<file path="src/core/sasp_cfg.svh">
`ifndef SASP_CFG_SVH
`define SASP_CFG_SVH

// register byte offsets on the plain register port
`define SASP_ADDR_W        8
`define SASP_REG_CTRL      8'h00
`define SASP_REG_MODE      8'h04
`define SASP_REG_PSC       8'h08
`define SASP_REG_FCTRL     8'h0C
`define SASP_REG_TXDATA    8'h10
`define SASP_REG_RXDATA    8'h14

// control register fields
`define SASP_CTRL_EN       0
`define SASP_CTRL_PSC_EN   1
`define SASP_CTRL_RX_IDLE  2
`define SASP_CTRL_TX_IDLE  3
`define SASP_CTRL_RX_DMA   4
`define SASP_CTRL_TX_DMA   5
`define SASP_CTRL_RX_RDY   6
`define SASP_CTRL_TX_RDY   7
`define SASP_CTRL_LR_IDX   8

// mode register fields
`define SASP_MODE_BCLK     0
`define SASP_MODE_MCLK     2
`define SASP_MODE_W16      3
`define SASP_MODE_MSBJ     4
`define SASP_MODE_POL      5
`define SASP_MODE_XFER     6
`define SASP_MODE_SLAVE    8

// prescaler register fields, five bits each
`define SASP_PSC_W         5
`define SASP_PSC_B         0
`define SASP_PSC_A         5

// queue control register fields
`define SASP_FC_RXCNT      0
`define SASP_FC_TXCNT      4
`define SASP_FC_RX_EN      8
`define SASP_FC_TX_EN      9
`define SASP_FC_RX_DMAM    10
`define SASP_FC_TX_DMAM    11

// queues: eight halfwords, sixteen bytes each way
`define SASP_FIFO_DEPTH    4'h8
`define SASP_DEPTH_N       8
`define SASP_PTR_W         3
`define SASP_QCNT_W        4

// clock ratios to the sampling rate
`define SASP_MCLK_256      256
`define SASP_MCLK_384      384
`define SASP_BCLK_16       16
`define SASP_BCLK_32       32
`define SASP_BCLK_48       48

// sample widths in bits
`define SASP_W8            5'h08
`define SASP_W16           5'h10

`endif

</file>
<file path="src/core/sasp_pkg.sv">
`include "sasp_cfg.svh"

package sasp_pkg;

	// transfer direction, order matches the mode field encoding
	typedef enum logic [1:0] {
		SASP_XFER_NONE,
		SASP_XFER_RX,
		SASP_XFER_TX,
		SASP_XFER_BOTH
	} sasp_xfer_t;

	typedef struct packed {
		logic [`SASP_ADDR_W-1:0] addr;
		logic [31:0]             wdata;
		logic                    wr;
		logic                    rd;
	} sasp_bus_req_t;

	typedef struct packed {
		logic serial_bit_clock;
		logic channel_select_line;
		logic serial_data_in;
	} sasp_link_in_t;

	typedef struct packed {
		logic serial_bit_clock;
		logic serial_bit_clock_oe;
		logic channel_select_line;
		logic channel_select_line_oe;
		logic serial_data_out;
	} sasp_link_out_t;

	typedef struct packed {
		logic                                   en;
		logic                                   psc_en;
		logic                                   rx_idle;
		logic                                   tx_idle;
		logic                                   rx_dma;
		logic                                   tx_dma;
		logic                                   slave;
		sasp_xfer_t                             xfer;
		logic                                   pol;
		logic                                   msbj;
		logic                                   w16;
		logic                                   mclk384;
		logic [1:0]                             bclk;
		logic [`SASP_PSC_W-1:0]                 psc_a;
		logic [`SASP_PSC_W-1:0]                 psc_b;
		logic [`SASP_PSC_W-1:0]                 cnt_a;
		logic [`SASP_PSC_W-1:0]                 cnt_b;
		logic                                   tx_dmam;
		logic                                   rx_dmam;
		logic                                   tx_fen;
		logic                                   rx_fen;
		logic                                   codec_clk;
		logic [3:0]                             half_cnt;
		logic                                   sclk;
		logic                                   lrck_n;
		logic [4:0]                             bit_cnt;
		logic [2:0]                             sclk_sy;
		logic [2:0]                             lr_sy;
		logic [2:0]                             di_sy;
		logic                                   sclk_f;
		logic                                   lr_f;
		logic                                   di_f;
		logic                                   sclk_d;
		logic                                   lr_d;
		logic                                   pending;
		logic [15:0]                            tx_sh;
		logic                                   sdo;
		logic [15:0]                            rx_sh;
		logic [4:0]                             rx_bits;
		logic [`SASP_DEPTH_N-1:0][15:0]         tx_mem;
		logic [`SASP_DEPTH_N-1:0][15:0]         rx_mem;
		logic [`SASP_PTR_W-1:0]                 tx_wp;
		logic [`SASP_PTR_W-1:0]                 tx_rp;
		logic [`SASP_PTR_W-1:0]                 rx_wp;
		logic [`SASP_PTR_W-1:0]                 rx_rp;
		logic [`SASP_QCNT_W-1:0]                txq_cnt;
		logic [`SASP_QCNT_W-1:0]                rxq_cnt;
		logic [31:0]                            rdata;
	} sasp_state_t;

endpackage

</file>
<file path="src/core/sasp_core.sv">
// How it works
// - standard or MSB-justified framing, chosen by a mode bit
// - both channels use one word width, eight or sixteen bits
// - bit clock is 16, 32 or 48 times the sample rate
// - codec master clock ratio is 256 or 384 times the sample rate
// - separate sixteen-byte transmit and receive queues
// - two independent five-bit prescalers, internal and codec clock
// - master mode divides internal clock into bit clock, drives both lines
// - sixteen-bit shift registers serialise and assemble sample words
// - transmit ready flag is one while the transmit queue holds data
// - receive ready flag is one while the receive queue has room
// - DMA requests follow queue state in DMA access mode
// - transmit only, receive only, or both at once
// - four lines; whoever drives bit clock and channel select is master
// - samples go out two's complement, most significant bit first
// - trailing bit positions beyond the sample are sent as zeros
// - excess received bits dropped, missing low bits become zero
// - standard format: MSB one bit period after channel select changes
// - data captured on rising bit clock, launched on falling edge
// - slave acts on a channel select change as soon as the filtered pin moves
// - justified format: MSB in the same period as the select change
// - each prescaler divides its input by the value plus one
// - channel select polarity for the left channel is configurable
// - an idle command holds channel select still in master mode and pauses transfer
//
// Design decisions made here: the placing of the registers and strobed register access.
`timescale 1ns/10ps
`default_nettype none
`include "sasp_cfg.svh"

module sasp_core
	import sasp_pkg::*;
(
	input  wire logic           clk,
	input  wire logic           rst,
	input  wire sasp_bus_req_t  bus_req,
	output logic [31:0]         bus_rdata,
	input  wire sasp_link_in_t  link_in,
	output sasp_link_out_t      link_out,
	output logic                codec_master_clock,
	output logic                tx_dma_req,
	output logic                rx_dma_req
);

	sasp_state_t        s;
	sasp_state_t        n;
	logic               master;
	logic               tx_on;
	logic               rx_on;
	logic               freeze;
	logic               tick_a;
	logic               tick_b;
	logic [3:0]         half;
	logic [4:0]         bpc;
	logic [4:0]         width;
	logic               m_edge;
	logic               rise;
	logic               fall;
	logic               lr_change;
	logic               load;
	logic               tx_take;
	logic               rx_put;
	logic               tx_push;
	logic               rx_pop;
	logic               tx_ready;
	logic               rx_ready;
	logic               lr_line;
	logic [15:0]        tx_word;
	logic [31:0]        rd_val;

	// master ticks per half bit clock for each clock ratio pair
	function automatic logic [3:0] half_of(input logic m384, input logic [1:0] b);
		logic [3:0] h;
		h = 4'((`SASP_MCLK_256) / (2 * `SASP_BCLK_32));
		unique case ({m384, b})
			3'h0: h = 4'((`SASP_MCLK_256) / (2 * `SASP_BCLK_16));
			3'h1: h = 4'((`SASP_MCLK_256) / (2 * `SASP_BCLK_32));
			3'h2: h = 4'((`SASP_MCLK_256) / (2 * `SASP_BCLK_48));
			3'h4: h = 4'((`SASP_MCLK_384) / (2 * `SASP_BCLK_16));
			3'h5: h = 4'((`SASP_MCLK_384) / (2 * `SASP_BCLK_32));
			3'h6: h = 4'((`SASP_MCLK_384) / (2 * `SASP_BCLK_48));
			default: h = 4'((`SASP_MCLK_256) / (2 * `SASP_BCLK_32));
		endcase
		return h;
	endfunction

	// bit periods per channel: half the frame ratio
	function automatic logic [4:0] bpc_of(input logic [1:0] b);
		logic [4:0] v;
		v = 5'(`SASP_BCLK_32 / 2);
		unique case (b)
			2'h0: v = 5'(`SASP_BCLK_16 / 2);
			2'h1: v = 5'(`SASP_BCLK_32 / 2);
			2'h2: v = 5'(`SASP_BCLK_48 / 2);
			default: v = 5'(`SASP_BCLK_32 / 2);
		endcase
		return v;
	endfunction

	// mode decode
	assign master = ~s.slave;
	assign tx_on  = (s.xfer == SASP_XFER_TX) || (s.xfer == SASP_XFER_BOTH);
	assign rx_on  = (s.xfer == SASP_XFER_RX) || (s.xfer == SASP_XFER_BOTH);
	assign freeze = s.tx_idle | s.rx_idle;
	assign half   = half_of(s.mclk384, s.bclk);
	assign bpc    = bpc_of(s.bclk);
	assign width  = s.w16 ? `SASP_W16 : `SASP_W8;

	assign tick_a = s.psc_en & (s.cnt_a == s.psc_a);
	assign tick_b = s.psc_en & (s.cnt_b == s.psc_b);

	// bit clock edges from the internal master tick in master mode
	assign m_edge = s.en & master & tick_a & (s.half_cnt == (half - 4'h1));
	// slave edges come from the filtered pins
	assign rise   = master ? (m_edge & ~s.sclk) : (s.en & s.sclk_f & ~s.sclk_d);
	assign fall   = master ? (m_edge & s.sclk) : (s.en & ~s.sclk_f & s.sclk_d);

	// an idle command stops master channel select from moving and makes a slave ignore select changes
	assign lr_change = master ? (fall & ~freeze & (s.bit_cnt == (bpc - 5'h01)))
	                          : (s.en & ~freeze & (s.lr_f != s.lr_d));
	// justified loads at the change, standard one bit later
	assign load = (lr_change & s.msbj) | (fall & s.pending);

	assign tx_take = load & tx_on & ~s.tx_idle & s.tx_fen & (s.txq_cnt != '0);
	assign rx_put  = load & rx_on & ~s.rx_idle & s.rx_fen & (s.rx_bits != '0)
	               & (s.rxq_cnt != `SASP_FIFO_DEPTH);
	assign tx_push = bus_req.wr & (bus_req.addr == `SASP_REG_TXDATA) & s.tx_fen
	               & (s.txq_cnt != `SASP_FIFO_DEPTH);
	assign rx_pop  = bus_req.rd & (bus_req.addr == `SASP_REG_RXDATA) & (s.rxq_cnt != '0);

	assign tx_ready = (s.txq_cnt != '0);
	assign rx_ready = (s.rxq_cnt != `SASP_FIFO_DEPTH);

	// eight-bit samples sit at the top, low bits zero
	assign tx_word = ~tx_take ? 16'h0000
	               : s.w16 ? s.tx_mem[s.tx_rp] : {s.tx_mem[s.tx_rp][7:0], 8'h00};

	// index is the line level relative to the left polarity
	assign lr_line = master ? ~s.lrck_n : s.lr_f;

	// register read mux, unmapped offsets read zero
	always_comb begin
		rd_val = '0;
		unique case (bus_req.addr)
			`SASP_REG_CTRL: begin
				rd_val[`SASP_CTRL_EN]      = s.en;
				rd_val[`SASP_CTRL_PSC_EN]  = s.psc_en;
				rd_val[`SASP_CTRL_RX_IDLE] = s.rx_idle;
				rd_val[`SASP_CTRL_TX_IDLE] = s.tx_idle;
				rd_val[`SASP_CTRL_RX_DMA]  = s.rx_dma;
				rd_val[`SASP_CTRL_TX_DMA]  = s.tx_dma;
				rd_val[`SASP_CTRL_RX_RDY]  = rx_ready;
				rd_val[`SASP_CTRL_TX_RDY]  = tx_ready;
				rd_val[`SASP_CTRL_LR_IDX]  = lr_line ^ s.pol;
			end
			`SASP_REG_MODE: begin
				rd_val[`SASP_MODE_BCLK +: 2] = s.bclk;
				rd_val[`SASP_MODE_MCLK]      = s.mclk384;
				rd_val[`SASP_MODE_W16]       = s.w16;
				rd_val[`SASP_MODE_MSBJ]      = s.msbj;
				rd_val[`SASP_MODE_POL]       = s.pol;
				rd_val[`SASP_MODE_XFER +: 2] = s.xfer;
				rd_val[`SASP_MODE_SLAVE]     = s.slave;
			end
			`SASP_REG_PSC: begin
				rd_val[`SASP_PSC_A +: `SASP_PSC_W] = s.psc_a;
				rd_val[`SASP_PSC_B +: `SASP_PSC_W] = s.psc_b;
			end
			`SASP_REG_FCTRL: begin
				rd_val[`SASP_FC_RXCNT +: `SASP_QCNT_W] = s.rxq_cnt;
				rd_val[`SASP_FC_TXCNT +: `SASP_QCNT_W] = s.txq_cnt;
				rd_val[`SASP_FC_RX_EN]   = s.rx_fen;
				rd_val[`SASP_FC_TX_EN]   = s.tx_fen;
				rd_val[`SASP_FC_RX_DMAM] = s.rx_dmam;
				rd_val[`SASP_FC_TX_DMAM] = s.tx_dmam;
			end
			`SASP_REG_RXDATA: rd_val[15:0] = s.rx_mem[s.rx_rp];
			default: rd_val = '0;
		endcase
	end

	// next state of the whole block
	always_comb begin
		n = s;
		// read data stand for the one cycle after the strobe only
		n.rdata = bus_req.rd ? rd_val : '0;

		// register writes
		if (bus_req.wr) begin
			unique case (bus_req.addr)
				`SASP_REG_CTRL: begin
					n.en      = bus_req.wdata[`SASP_CTRL_EN];
					n.psc_en  = bus_req.wdata[`SASP_CTRL_PSC_EN];
					n.rx_idle = bus_req.wdata[`SASP_CTRL_RX_IDLE];
					n.tx_idle = bus_req.wdata[`SASP_CTRL_TX_IDLE];
					n.rx_dma  = bus_req.wdata[`SASP_CTRL_RX_DMA];
					n.tx_dma  = bus_req.wdata[`SASP_CTRL_TX_DMA];
				end
				`SASP_REG_MODE: begin
					n.bclk    = bus_req.wdata[`SASP_MODE_BCLK +: 2];
					n.mclk384 = bus_req.wdata[`SASP_MODE_MCLK];
					n.w16     = bus_req.wdata[`SASP_MODE_W16];
					n.msbj    = bus_req.wdata[`SASP_MODE_MSBJ];
					n.pol     = bus_req.wdata[`SASP_MODE_POL];
					n.xfer    = sasp_xfer_t'(bus_req.wdata[`SASP_MODE_XFER +: 2]);
					n.slave   = bus_req.wdata[`SASP_MODE_SLAVE];
				end
				`SASP_REG_PSC: begin
					n.psc_a = bus_req.wdata[`SASP_PSC_A +: `SASP_PSC_W];
					n.psc_b = bus_req.wdata[`SASP_PSC_B +: `SASP_PSC_W];
				end
				`SASP_REG_FCTRL: begin
					n.rx_fen  = bus_req.wdata[`SASP_FC_RX_EN];
					n.tx_fen  = bus_req.wdata[`SASP_FC_TX_EN];
					n.rx_dmam = bus_req.wdata[`SASP_FC_RX_DMAM];
					n.tx_dmam = bus_req.wdata[`SASP_FC_TX_DMAM];
				end
				default: n.rdata = n.rdata;
			endcase
		end

		if (s.psc_en) begin
			n.cnt_a = tick_a ? '0 : s.cnt_a + 5'h01;
			n.cnt_b = tick_b ? '0 : s.cnt_b + 5'h01;
		end
		// codec clock toggles per prescaler B tick
		if (tick_b)
			n.codec_clk = ~s.codec_clk;

		// pin synchronisers: first stage feeds only the second
		n.sclk_sy = {s.sclk_sy[1:0], link_in.serial_bit_clock};
		n.lr_sy   = {s.lr_sy[1:0], link_in.channel_select_line};
		n.di_sy   = {s.di_sy[1:0], link_in.serial_data_in};
		// a change counts once second and third stages agree
		if (s.sclk_sy[1] == s.sclk_sy[2])
			n.sclk_f = s.sclk_sy[2];
		if (s.lr_sy[1] == s.lr_sy[2])
			n.lr_f = s.lr_sy[2];
		if (s.di_sy[1] == s.di_sy[2])
			n.di_f = s.di_sy[2];
		n.sclk_d = s.sclk_f;
		n.lr_d   = s.lr_f;

		if (s.en & master & tick_a) begin
			if (s.half_cnt == (half - 4'h1)) begin
				n.half_cnt = '0;
				n.sclk     = ~s.sclk;
			end else begin
				n.half_cnt = s.half_cnt + 4'h1;
			end
		end

		// master channel select toggles on a falling edge
		if (master & fall & ~freeze) begin
			n.bit_cnt = lr_change ? '0 : s.bit_cnt + 5'h01;
			if (lr_change)
				n.lrck_n = ~s.lrck_n;
		end

		// standard format waits one falling edge
		if (lr_change & ~s.msbj)
			n.pending = 1'b1;
		else if (fall)
			n.pending = 1'b0;

		// transmit shifter, MSB first, zeros shifted in
		if (load) begin
			n.sdo   = tx_word[15];
			n.tx_sh = {tx_word[14:0], 1'b0};
		end else if (fall) begin
			n.sdo   = s.tx_sh[15];
			n.tx_sh = {s.tx_sh[14:0], 1'b0};
		end

		// receive shifter; word boundary pushes and clears
		if (load) begin
			n.rx_sh   = '0;
			n.rx_bits = '0;
		// capture on the rising edge, extra bits dropped
		end else if (rise && (s.rx_bits < width)) begin
			n.rx_sh[4'hF - s.rx_bits[3:0]] = s.di_f;
			n.rx_bits = s.rx_bits + 5'h01;
		end

		if (tx_push) begin
			n.tx_mem[s.tx_wp] = bus_req.wdata[15:0];
			n.tx_wp           = s.tx_wp + 3'h1;
		end
		if (tx_take)
			n.tx_rp = s.tx_rp + 3'h1;
		n.txq_cnt = s.txq_cnt + {3'h0, tx_push} - {3'h0, tx_take};

		// receive queue; short words sit in the low byte, high bits zero
		if (rx_put) begin
			n.rx_mem[s.rx_wp] = s.w16 ? s.rx_sh : {8'h00, s.rx_sh[15:8]};
			n.rx_wp           = s.rx_wp + 3'h1;
		end
		if (rx_pop)
			n.rx_rp = s.rx_rp + 3'h1;
		n.rxq_cnt = s.rxq_cnt + {3'h0, rx_put} - {3'h0, rx_pop};

		// a disabled queue is flushed so it restarts clean
		if (~s.tx_fen) begin
			n.tx_wp   = '0;
			n.tx_rp   = '0;
			n.txq_cnt = '0;
		end
		if (~s.rx_fen) begin
			n.rx_wp   = '0;
			n.rx_rp   = '0;
			n.rxq_cnt = '0;
		end

		// stopping the port parks the engine so a restart is framed cleanly
		if (~s.en) begin
			n.half_cnt = '0;
			n.sclk     = 1'b0;
			n.bit_cnt  = '0;
			n.pending  = 1'b0;
			n.tx_sh    = '0;
			n.sdo      = 1'b0;
			n.rx_sh    = '0;
			n.rx_bits  = '0;
		end
	end

	// reset empties queues and clears shifters
	always_ff @(posedge clk or posedge rst) begin
		if (rst)
			s <= '0;
		else
			s <= n;
	end

	// requests only while enabled and in DMA access mode
	// transmit asks while the queue has room, receive while data waits
	assign tx_dma_req = s.en & s.tx_dma & s.tx_dmam & s.tx_fen
	                  & (s.txq_cnt != `SASP_FIFO_DEPTH);
	assign rx_dma_req = s.en & s.rx_dma & s.rx_dmam & s.rx_fen & (s.rxq_cnt != '0);

	// master drives clock and select, slave leaves them as inputs
	assign link_out.serial_bit_clock       = s.sclk;
	assign link_out.serial_bit_clock_oe    = master;
	assign link_out.channel_select_line    = ~s.lrck_n;
	assign link_out.channel_select_line_oe = master;
	assign link_out.serial_data_out        = s.sdo;
	assign codec_master_clock              = s.codec_clk;
	assign bus_rdata                       = s.rdata;

endmodule

`default_nettype wire

</file>
<file path="config.mk">
export PLATFORM = sky130hd
export DESIGN_NAME = sasp_core
export DESIGN_NICKNAME = d
export VERILOG_FILES = /design/src/core/sasp_pkg.sv /design/src/core/sasp_core.sv
export VERILOG_INCLUDE_DIRS = /design/src /design/src/core
export SDC_FILE = /design/constraint.sdc
export NUM_CORES = 1
export LEC_CHECK = 0
export BUFFER_PORTS_ARGS = -buffer_cell sky130_fd_sc_hd__buf_2
export CORE_MARGIN = 2
export CORE_UTILIZATION = 50
export DETAILED_ROUTE_END_ITERATION = 7
export PLACE_DENSITY = 0.78
export RECOVER_POWER = 50
export SLEW_MARGIN = 30
export SYNTH_ARGS = -nofsm -noshare
export SYNTH_HDL_FRONTEND = slang
export SYNTH_SLANG_ARGS = --single-unit
</file>
<file path="constraint.sdc">
create_clock -name clk -period 13.45 [get_ports clk]
set_input_delay 0.6725 -clock clk [delete_from_list [all_inputs] [get_ports clk]]
set_output_delay 0.6725 -clock clk [all_outputs]
set_load 0.05 [all_outputs]
</file>
# --- After elaboration in Yosys (flattened, before gate mapping) ---
# Index checks and enable logic that the tools add are counted.
word_totals:
  reg_bits: 396
  wordCells: 244
  inputBits: 47
  out_inout_bits: 40
classes:
  eq_ne: 32
  add_sub_neg: 16
  n_lt_le_gt_ge: 9
  n_reduce_logical: 18
  n_bitwise: 55
  muxes: 52
op_table:
  columns: ["cell", "n"]
  rows:
  - ["bitwise mux 128 bit", 2]
  - ["2-to-1 mux 16 bit", 8]
  - ["binary-select mux 16 bit (select 3 bit)", 2]
  - ["demux 16 bit (select 3 bit)", 2]
  - ["case mux 9 bit (5 select lines)", 1]
  - ["AND 1 bit", 42]
  - ["2-to-1 mux 21 bit", 2]
  - ["2-to-1 mux 5 bit", 8]
  - ["2-to-1 mux 39 bit", 1]
  - ["2-to-1 mux 17 bit", 2]
  - ["adder 5 x 1 -> 5 bit, second input constant", 4]
  - ["bitwise mux 16 bit", 1]
  - ["equality test 8 x 4 -> 1 bit, second input constant", 2]
  - ["equality test 8 x 5 -> 1 bit, second input constant", 2]
  - ["< comparator 3 x 4 -> 1 bit, second input constant", 4]
  - ["2-to-1 mux 4 bit", 4]
  - ["case mux 4 bit (4 select lines)", 1]
  - ["equality test 5 bit", 3]
  - ["!= test 2 x 1 -> 1 bit, second input constant", 7]
  - ["adder 3 x 1 -> 3 bit, second input constant", 4]
  - ["2-to-1 mux 3 bit", 4]
  - ["2-to-1 mux 6 bit", 2]
  - ["AND reduction 2 bit", 6]
  - ["inverter 1 bit", 10]
  - ["34 further kinds", 58]

# --- Longest topological paths before layout ---
# Gate-level depths: netlist (run 1).
depth:
  depth_word: 20
  mapped_depth: 17
  mapped_depth_nobuf: 16

# --- Least setup slack after synthesis (run 1) ---
# No wires, ideal clock.
synth_timing:
  kind: "register to register"
  start: "register s[397] (netlist bit)"
  end: "register s[34] (netlist bit)"
  required_ns: 13.331
  setup_time_ns: 0.119
  stages_incl_launch_ff: 16
  arrival_ns: 3.241
  synth_period_minus_slack_ns: 3.360
  n_path_buf: 1
  path_slack_ns: 10.090
  cell_sequence: "dfrtp_1 -> buf_6 -> nor3b_1 -> a21oi_1 -> ha_1 -> xor2_1 -> a2111oi_4 -> a211o_1 -> o21ai_2 -> nand3_1 -> ha_1 -> inv_1 -> ha_1 -> fa_1 -> xor2_1 -> and2_1"
synth_lines:
  columns: ["item", "line", "rtl"]
  rows:
  - ["from (decl)", "sasp_core.sv:45", "sasp_state_t s;"]
  - ["from (signal assigned)", "sasp_core.sv:332", "s <= n;"]

==> metrics.md, run 1 <==
| Metric | Value |
|---|---|
| Outcome | complete, but fails checks |
| Violations in the final reports | capacitance limit, slew limit |
| Number of remaining DRC errors | 0 |
| CP endpoint kind | asynchronous set/reset pin |
| Setup repair after global routing missed its margin | no |
| Detailed placement HPWL | around 28 mm |
| Die extent in y | 202 um |
| Fill cells | 3143 |
| Worst Path Arrival | 7070 ps |
| Max IR drop VDD | between 0.1 and 0.15 mV |
| Post-placement worst setup slack | 9630 ps |
| Sequential cell area fraction in the yosys report | 0.507 |
| Global-route track usage on met3 | 0.0347 |
| Maximum number of pins on one net before global-route repair | 144 |
| FF+latch count, synth | 395 |
| Count of pins on the block boundary | 87 |
| Vias in the first global route | 12100 |
| Initial DRC Count | 948 |
| Power per unit of standard cell area | roughly 120 mW/mm^2 |
| Max clock buf depth | 3 |
| Sequential fraction of design power | 0.481 |
| Avg Inst Size Synth | 13.6 um^2 |
| GR Util met2 | 0.348 |
| Sinks on Clock Net | 395 |
| Syn Std Cell Area | 0.0195 mm^2 |
| Combined global-route utilization of all metal layers | 0.214 |
| Final Max Slew Viols | 321 |
| Worst clock skew | 27.1 ps |
| Area share of the leading cell type in the synthesized netlist | 0.507 |
| Fraction of final layout cells with drive strength greater than 1 | 0.349 |
| Initial core utilization | 0.506 |
| Class of the tightest hold or removal check | input port to register |
| Cell types occupying the most area after synthesis | sky130_fd_sc_hd__dfrtp_1 51%, sky130_fd_sc_hd__mux2_2 13%, sky130_fd_sc_hd__mux4_2 8.2% |
| Hold buffers post-CTS | 0 |
| Layer with the highest usage | met2 |
| Logic pwr share | 0.087 |
| Number of enable-type register cells in the synthesized netlist | 0 |
| Final worst path period share | 0.536 |
| Layout net count | 1501 |
| Final weighted congestion of routability-driven global placement | ~0.81 |
| Start-to-end type of the worst setup path | input port to asynchronous set/reset pin |
| Total of buffers placed on input and output ports | 54 |
| Final min period | around 7200 ps |
| Met1 track demand over resource in global routing | 0.298 |
| Library cells used by synthesis | 75 |
| Final design area excluding fillers | 0.0212 mm^2 |
| Number of gates resized after cts | 0 |
| CTS H-tree lvls | 2 |
| TritonCTS buffer count | 42 |
| Global-route wire length before repair | 68.6 mm |
| Cell type with the largest total area after synthesis | sky130_fd_sc_hd__dfrtp_1 |
| Row Count | 72 |
| Achievable Freq | 139 MHz |
| Pint | between 1.5 and 2 mW |
| GR Overflow Total | 0 |
| Via total after detailed routing | 11600 |
| Routed WL per cell | 21.5 um |
| Detailed-router iteration count before antenna repair | 4 |
| Clock latency reported for the late side of the worst-skew pair | between 500 and 600 ps |
| MaxCap Viol Count | 5 |
| Die span in x | approximately 200 um |
| Power after layout | 2.62 mW |
| Die ar. | between 0.04 and 0.05 mm^2 |
| Cells after synthesis | 1429 |
| Clock group share of total power | 0.432 |
| Post-synthesis async set-or-reset flop share | 1.00 |
| Floorplan core area | 0.0386 mm^2 |
| Yosys warnings | 0 |
| Net switching fraction of the power | 0.256 |
| Nature of the critical path startpoint | input port |
| Hold slack | 233 ps |
| Clock slew at the register clock pins of the worst setup and hold paths | 60 ps |
| Pin slew with the least headroom to its limit | 6410 ps |
| Area growth from synthesis to layout | 8.67% |
| Setup Viol. Count Final | 0 |
| Vias per Instance | 5.89 |
| Final count of hold timing violations | 0 |
| Worst rel slew slack | -3.29 |
| Placed cell areas | 0.0199 mm^2 |
| Initial antenna violation count | 4 |
| Reported leakage power | 9.91 nW |
| Leading register cell type out of synthesis | sky130_fd_sc_hd__dfrtp_1 |
| Count of antenna-violating nets left after detailed routing | 0 |
| CTS tree | yes |
| Psw | about 0.67 mW |
| Worst-path fanout max | 143 |
| Data required time of the worst path | 13320 ps |
| CTS Root Buffer Type | sky130_fd_sc_hd__clkbuf_16 |
| Buffer count from post-CTS setup fixing | 0 |
| Total Wirelength | roughly 43 mm |
| Final total negative setup slack | 0 ps |
| Final setup slack of the worst path | 6250 ps |
## power groups by stage
stage / combinational (mW) / clock (mW) / sequential [mW]
2_1_floorplan: 0.185 / 0 / 1.27
3_3_place_gp: 0.226 / 0 / 1.28
3_5_place_dp: 0.233 / 0 / 1.28
4_1_cts: 0.235 / 1.15 / 1.26
5_1_grt: 0.253 / 1.20 / 1.26
6_report: 0.228 / 1.13 / 1.26
## sequential cells by signal, summed over array words and instances (netlist names)
name,cells
bus_rdata,16
codec_master_clock,1
link_out,2
n,8
s,368
## through the flow
| stage | cells | utilization |
|---|---|---|
| 4_1_cts | 1973 | 0.551 |
| 5_1_grt | 1973 | 0.550 |
| 3_3_place_gp | 1896 | 0.515 |
| 3_5_place_dp | 1900 | 0.516 |
| 2_1_floorplan | 1444 | - |
| 6_report | 1974 | 0.550 |
## path summary, 6_finish.rpt
check / slack, ps / end / from / cells after the start
max reg2reg: 9430 / bus_rdata[11]$_DFF_PP0_ / s[40]$_DFFE_PP0P_ / 6
min reg2reg: 350 / n[360]$_DFF_PP0_ / n[359]$_DFF_PP0_ / 0
min: 230 / n[359]$_DFF_PP0_ / link_in[2] / 1
max in group clk: 9360 / s[391]$_DFFE_PP0P_ / bus_req[34] / 5
min in group asynchronous: 2190 / s[150]$_DFFE_PP0P_ / rst / 2
max: 6250 / s[106]$_DFFE_PP0P_ / rst / 3
## routing by layer
| metal | up-vias | wire (um) |
|---|---|---|
| met1 | 6123 | 18700 |
| met5 | - | 34 |
| li1 | 5116 | - |
| met2 | 317 | 20700 |
| met4 | 6 | 1020 |
| met3 | 74 | 2130 |
## cells by family (layout without fill, tap and decap cells)
family | count (synthesis) | after routing | synth area share
other cells | 1 | 17 | 0.000192
xor+xnor | 35 | 35 | 0.0157
compound gates | 130 | 130 | 0.0426
mux | 417 | 417 | 0.292
simple gates | 249 | 249 | 0.0743
buf+inv | 171 | 182 | 0.0477
flops | 395 | 395 | 0.507
fa+ha+maj | 31 | 31 | 0.0203
## placed cells by master (no fill, tap or decap), types with 6 or more instances in the layout
| master | instances |
|---|---|
| sky130_fd_sc_hd__a21oi_1 | 39 |
| sky130_fd_sc_hd__and2_1 | 21 |
| sky130_fd_sc_hd__buf_2 | 32 |
| sky130_fd_sc_hd__buf_4 | 18 |
| sky130_fd_sc_hd__clkbuf_1 | 38 |
| sky130_fd_sc_hd__clkbuf_16 | 43 |
| sky130_fd_sc_hd__clkbuf_8 | 10 |
| sky130_fd_sc_hd__conb_1 | 16 |
| sky130_fd_sc_hd__dfrtp_1 | 393 |
| sky130_fd_sc_hd__ha_1 | 26 |
| sky130_fd_sc_hd__inv_1 | 26 |
| sky130_fd_sc_hd__mux2_1 | 9 |
| sky130_fd_sc_hd__mux2_2 | 223 |
| sky130_fd_sc_hd__mux2_4 | 70 |
| sky130_fd_sc_hd__mux2i_1 | 44 |
| sky130_fd_sc_hd__mux4_2 | 71 |
| sky130_fd_sc_hd__nand2_1 | 61 |
| sky130_fd_sc_hd__nand2b_1 | 6 |
| sky130_fd_sc_hd__nand3_1 | 8 |
| sky130_fd_sc_hd__nand4_1 | 29 |
| sky130_fd_sc_hd__nor2_1 | 54 |
| sky130_fd_sc_hd__nor2b_1 | 6 |
| sky130_fd_sc_hd__o21ai_0 | 42 |
| sky130_fd_sc_hd__o22ai_1 | 11 |
| sky130_fd_sc_hd__o2bb2ai_1 | 6 |
| sky130_fd_sc_hd__or3_1 | 7 |
| sky130_fd_sc_hd__xor2_1 | 30 |
## synthesized netlist by cell type (29+ instances only)
master / n
sky130_fd_sc_hd__buf_4: 43
sky130_fd_sc_hd__mux2i_1: 44
sky130_fd_sc_hd__o21ai_0: 42
sky130_fd_sc_hd__a21oi_1: 39
sky130_fd_sc_hd__nor2_1: 54
sky130_fd_sc_hd__mux4_2: 71
sky130_fd_sc_hd__dfrtp_1: 395
sky130_fd_sc_hd__nand2_1: 61
sky130_fd_sc_hd__clkbuf_1: 44
sky130_fd_sc_hd__nand4_1: 29
sky130_fd_sc_hd__xor2_1: 30
sky130_fd_sc_hd__mux2_2: 223
sky130_fd_sc_hd__mux2_4: 70
## worst max-delay path, cell delays in order
cell and delay (ps):
sky130_fd_sc_hd__buf_2 100, sky130_fd_sc_hd__clkinvlp_2 3520, sky130_fd_sc_hd__clkbuf_1 2660
## area by class of cell
class	instances	area [um^2]	area share
multi-input cells	878	8740	0.412
flip-flops and latches	395	9890	0.466
diodes	1	2.50	0.000118
clock buffers	65	1260	0.0594
inverters	28	106	0.00502
clock inverters	8	93.8	0.00443
well taps	518	648	0.0306
repair buffers	81	457	0.0215
Power figures use the tool's default switching activity.
==> inputs of run 2 (changes only) <==
--- a/config.mk
+++ b/config.mk
@@ -6,6 +6,7 @@
 export SDC_FILE = /design/constraint.sdc
 export NUM_CORES = 1
 export LEC_CHECK = 0
+export ABC_AREA = 1
 export BUFFER_PORTS_ARGS = -buffer_cell sky130_fd_sc_hd__buf_2
 export CORE_MARGIN = 2
 export CORE_UTILIZATION = 50
==> constraint.sdc (replaced) <==
create_clock -name clk -period 7.17 [get_ports clk]
set_input_delay 0.3585 -clock clk [delete_from_list [all_inputs] [get_ports clk]]
set_output_delay 0.3585 -clock clk [all_outputs]
set_load 0.05 [all_outputs]
==> metrics.md, run 2 <==
| Metric | Value |
|---|---|
| Total of buffers placed on input and output ports | 54 |
| Psw | 1.08 mW |
| Final Max Slew Viols | 208 |
| Final worst path period share | 0.636 |
| Layout net count | 2329 |
| Die extent in y | 198 um |
| Count of antenna-violating nets left after detailed routing | 0 |
| Sequential cell area fraction in the yosys report | 0.524 |
| Library cells used by synthesis | 47 |
| Placed cell areas | 0.0192 mm^2 |
| Most common cell after layout, fill and taps aside | sky130_fd_sc_hd__nand2_1 |
| CP endpoint kind | asynchronous set/reset pin |
| Final total negative setup slack | 0 ps |
| Syn Std Cell Area | between 0.015 and 0.02 mm^2 |
| Clock slew at the register clock pins of the worst setup and hold paths | 60 ps |
| Worst min-delay path startpoint | bus_req[15] |
| Fraction of final layout cells with drive strength greater than 1 | 0.0626 |
| CTS H-tree lvls | 2 |
| Reported leakage power | roughly 10 nW |
| Post-synthesis async set-or-reset flop share | 1.00 |
| Combined global-route utilization of all metal layers | 0.257 |
| FF+latch count, synth | around 400 |
| Area share of the leading cell type in the synthesized netlist | 0.524 |
| Number of cells in the design after placement | ~2700 |
| Most common cell in the netlist | sky130_fd_sc_hd__nand2_1 |
| Max IR drop VDD | 0.151 mV |
| Hold slack | 186 ps |
| Number of enable-type register cells in the synthesized netlist | 0 |
| Buffer count from post-CTS setup fixing | 0 |
| Terminus of the critical flop-to-flop path | s[61]$_DFFE_PP0P_ |
| Total Wirelength | ~50 mm |
| Cell type with the largest total area after synthesis | sky130_fd_sc_hd__dfrtp_1 |
| Global-route wire length before repair | 80.7 mm |
| Die span in x | about 200 um |
| Most numerous cell types in the synthesized netlist | 640 x sky130_fd_sc_hd__nand2_1, 395 x sky130_fd_sc_hd__dfrtp_1, 311 x sky130_fd_sc_hd__o21ai_0 |
| Achievable Freq | 219 MHz |
| Clock latency reported for the late side of the worst-skew pair | 550 ps |
| Yosys warnings | 0 |
| Area growth from synthesis to layout | 9.08% |
| Via total after detailed routing | around 16000 |
| Final weighted congestion of routability-driven global placement | 0.900 |
| Worst-path fanout max | 73 |
| Worst clock skew | 25.8 ps |
| Final design area excluding fillers | 0.0206 mm^2 |
| Outcome | complete, but fails checks |
| Final design utilization | 0.550 |
| Detailed placement HPWL | 30.9 mm |
| Number of antenna cells inserted | 0 |
| CTS Root Buffer Type | sky130_fd_sc_hd__clkbuf_16 |
| CTS tree | yes |
| Data required time of the worst path | 6910 ps |
| Floorplan core area | 0.0374 mm^2 |
| Max clock buf depth | 3 |
| Endpoint of the worst hold-timing path | s[209]$_DFFE_PP0P_ |
| Fill cells | about 3300 |
| Power per unit of standard cell area | between 200 and 250 mW/mm^2 |
| Reg with most FFs | s |
| Class of the tightest hold or removal check | input port to register |
| Initial antenna violation count | 1 |
| Maximum number of pins on one net before global-route repair | 169 |
| Nature of the critical path startpoint | input port |
| Setup Viol. Count Final | 0 |
| Initial core utilization | 0.504 |
| Leading register cell type out of synthesis | sky130_fd_sc_hd__dfrtp_1 |
| Initial DRC Count | 1886 |
| Cell types occupying the most area after synthesis | sky130_fd_sc_hd__dfrtp_1 52%, sky130_fd_sc_hd__nand2_1 13%, sky130_fd_sc_hd__o21ai_0 8.2% |
| Number of cells traversed by the worst register-to-register path | 11 |
| Number of remaining DRC errors | 0 |
| Pint | about 3.6 mW |
| Worst Path Arrival | 4290 ps |
| Row Count | approximately 70 |
| Area of the multi-input gates | 0.00773 mm^2 |
| Die ar. | slightly below 0.04 mm^2 |
| Number of flip-flops in the largest register | ~370 |
| MaxCap Viol Count | 4 |
| Routed WL per cell | 17.6 um |
| Startpoint of the worst-slack reg-to-reg timing path | s[411]$_DFFE_PP0P_ |
| Logic pwr share | 0.042 |
| Vias in the first global route | between 15000 and 20000 |
| Cells after synthesis | 2283 |
| Setup repair after global routing missed its margin | no |
| Final min period | 4560 ps |
| Sinks on Clock Net | just under 400 |
| Pin slew with the least headroom to its limit | 3890 ps |
| Clock group share of total power | 0.466 |
| Setup slack of the worst register-to-register path | 2740 ps |
| Leading cell types in the layout, fill and taps excluded | 637 x sky130_fd_sc_hd__nand2_1, 393 x sky130_fd_sc_hd__dfrtp_1, 311 x sky130_fd_sc_hd__o21ai_0 |
| Count of pins on the block boundary | 87 |
| Worst rel slew slack | -1.60 |
| Vias per Instance | approximately 5.7 |
| Worst hold path cell count | 3 |
| Area occupied by registers | 0.00989 mm^2 |
| Sequential fraction of design power | 0.491 |
| Net switching fraction of the power | 0.231 |
| TritonCTS buffer count | between 40 and 50 |
| Detailed-router iteration count before antenna repair | 6 |
| Final Instance Count excl. Fillers | 2797 |
| Violations in the final reports | capacitance limit, slew limit |
| Final count of hold timing violations | 0 |
| Start-to-end type of the worst setup path | input port to asynchronous set/reset pin |
| GR Overflow Total | 0 |
| Avg Inst Size Synth | approximately 8.3 um^2 |
## run 2: cell types whose count changed in the layout (fill, tap and decap cells not counted), sizes merged, moves of 89 or more
| cell | before | now |
|---|---|---|
| nand2 | 62 | 650 |
| o21ai | 44 | 372 |
| mux2 | 302 | 0 |
| nor2 | 56 | 193 |
| nand3 | 10 | 139 |
| inv | 27 | 116 |
## run 2: layout make-up
class / count / share of cell area
multi-input combinational: 1615 / 0.376
timing repair buffer: 82 / 0.0238
inverter: 117 / 0.0214
sequential: 395 / 0.480
clock inverter: 13 / 0.00663
tap: 511 / 0.0311
clock buffer: 64 / 0.0610
## run 2: logic make-up after synthesis
family                     after synthesis  share of synthesized area
xor gates and xnor gates                21                    0.00975
DFF                                    395                      0.524
buffers and inverters                  288                     0.0708
and+or+nand+nor                       1017                      0.220
other                                    1                   0.000199
AOI/OAI and AO/OA                      530                      0.155
adders and majority gates               31                     0.0210
## run 2: routing by layer
| metal | wire, um | part of all wire | global-route usage |
|---|---|---|---|
| met3 | 4250 | 0.086 | 0.0531 |
| met1 | 20000 | 0.40 | 0.338 |
| met2 | 23000 | 0.47 | 0.409 |
| met5 | 12 | 0.00024 | 0 |
| met4 | 2140 | 0.043 | 0.119 |
## run 2: critical path, stage by stage
cell	delay (ps)
sky130_fd_sc_hd__dlygate4sd3_1	530
sky130_fd_sc_hd__buf_2	120
sky130_fd_sc_hd__clkinvlp_2	450
sky130_fd_sc_hd__clkbuf_1	2760
## run 2: worst max-delay path by stage
stage               cells past startpoint                     end  slack [ps]          startpoint
finish                                  4      s[344]$_DFFE_PP0P_        2610                 rst
global route                            4      s[344]$_DFFE_PP0P_        1670                 rst
CTS                                    17       s[63]$_DFFE_PP0P_        2860  s[397]$_DFFE_PP0P_
detailed placement                     17       s[63]$_DFFE_PP0P_        2880  s[397]$_DFFE_PP0P_
global placement                       11       s[60]$_DFFE_PP0P_        2960  s[411]$_DFFE_PP0P_
floorplan                               1  bus_rdata[0]$_DFF_PP0_        1500                 rst
## run 2: power groups by stage
stage / sequential [mW] / combinational [mW] / clock (mW)
after floorplan: 2.33 / 0.145 / 0
after global placement: 2.33 / 0.187 / 0
after detailed placement: 2.33 / 0.195 / 0
after CTS: 2.29 / 0.198 / 2.20
after global routing: 2.30 / 0.222 / 2.31
final: 2.29 / 0.196 / 2.18
## run 2: stage by stage
step                      power, mW  setup slack [ps]
after floorplan                2.47              1500
final                          4.67              2610
after CTS                      4.69              2860
after global routing           4.82              1670
after global placement         2.52              2960
after detailed placement       2.53              2880
## run 2: what timing repair did
item,in CTS,in global routing
hold buffers,4,0
endpoints found under the setup margin,0,0
hold endpoints to repair,18,0
gates resized for setup,0,0
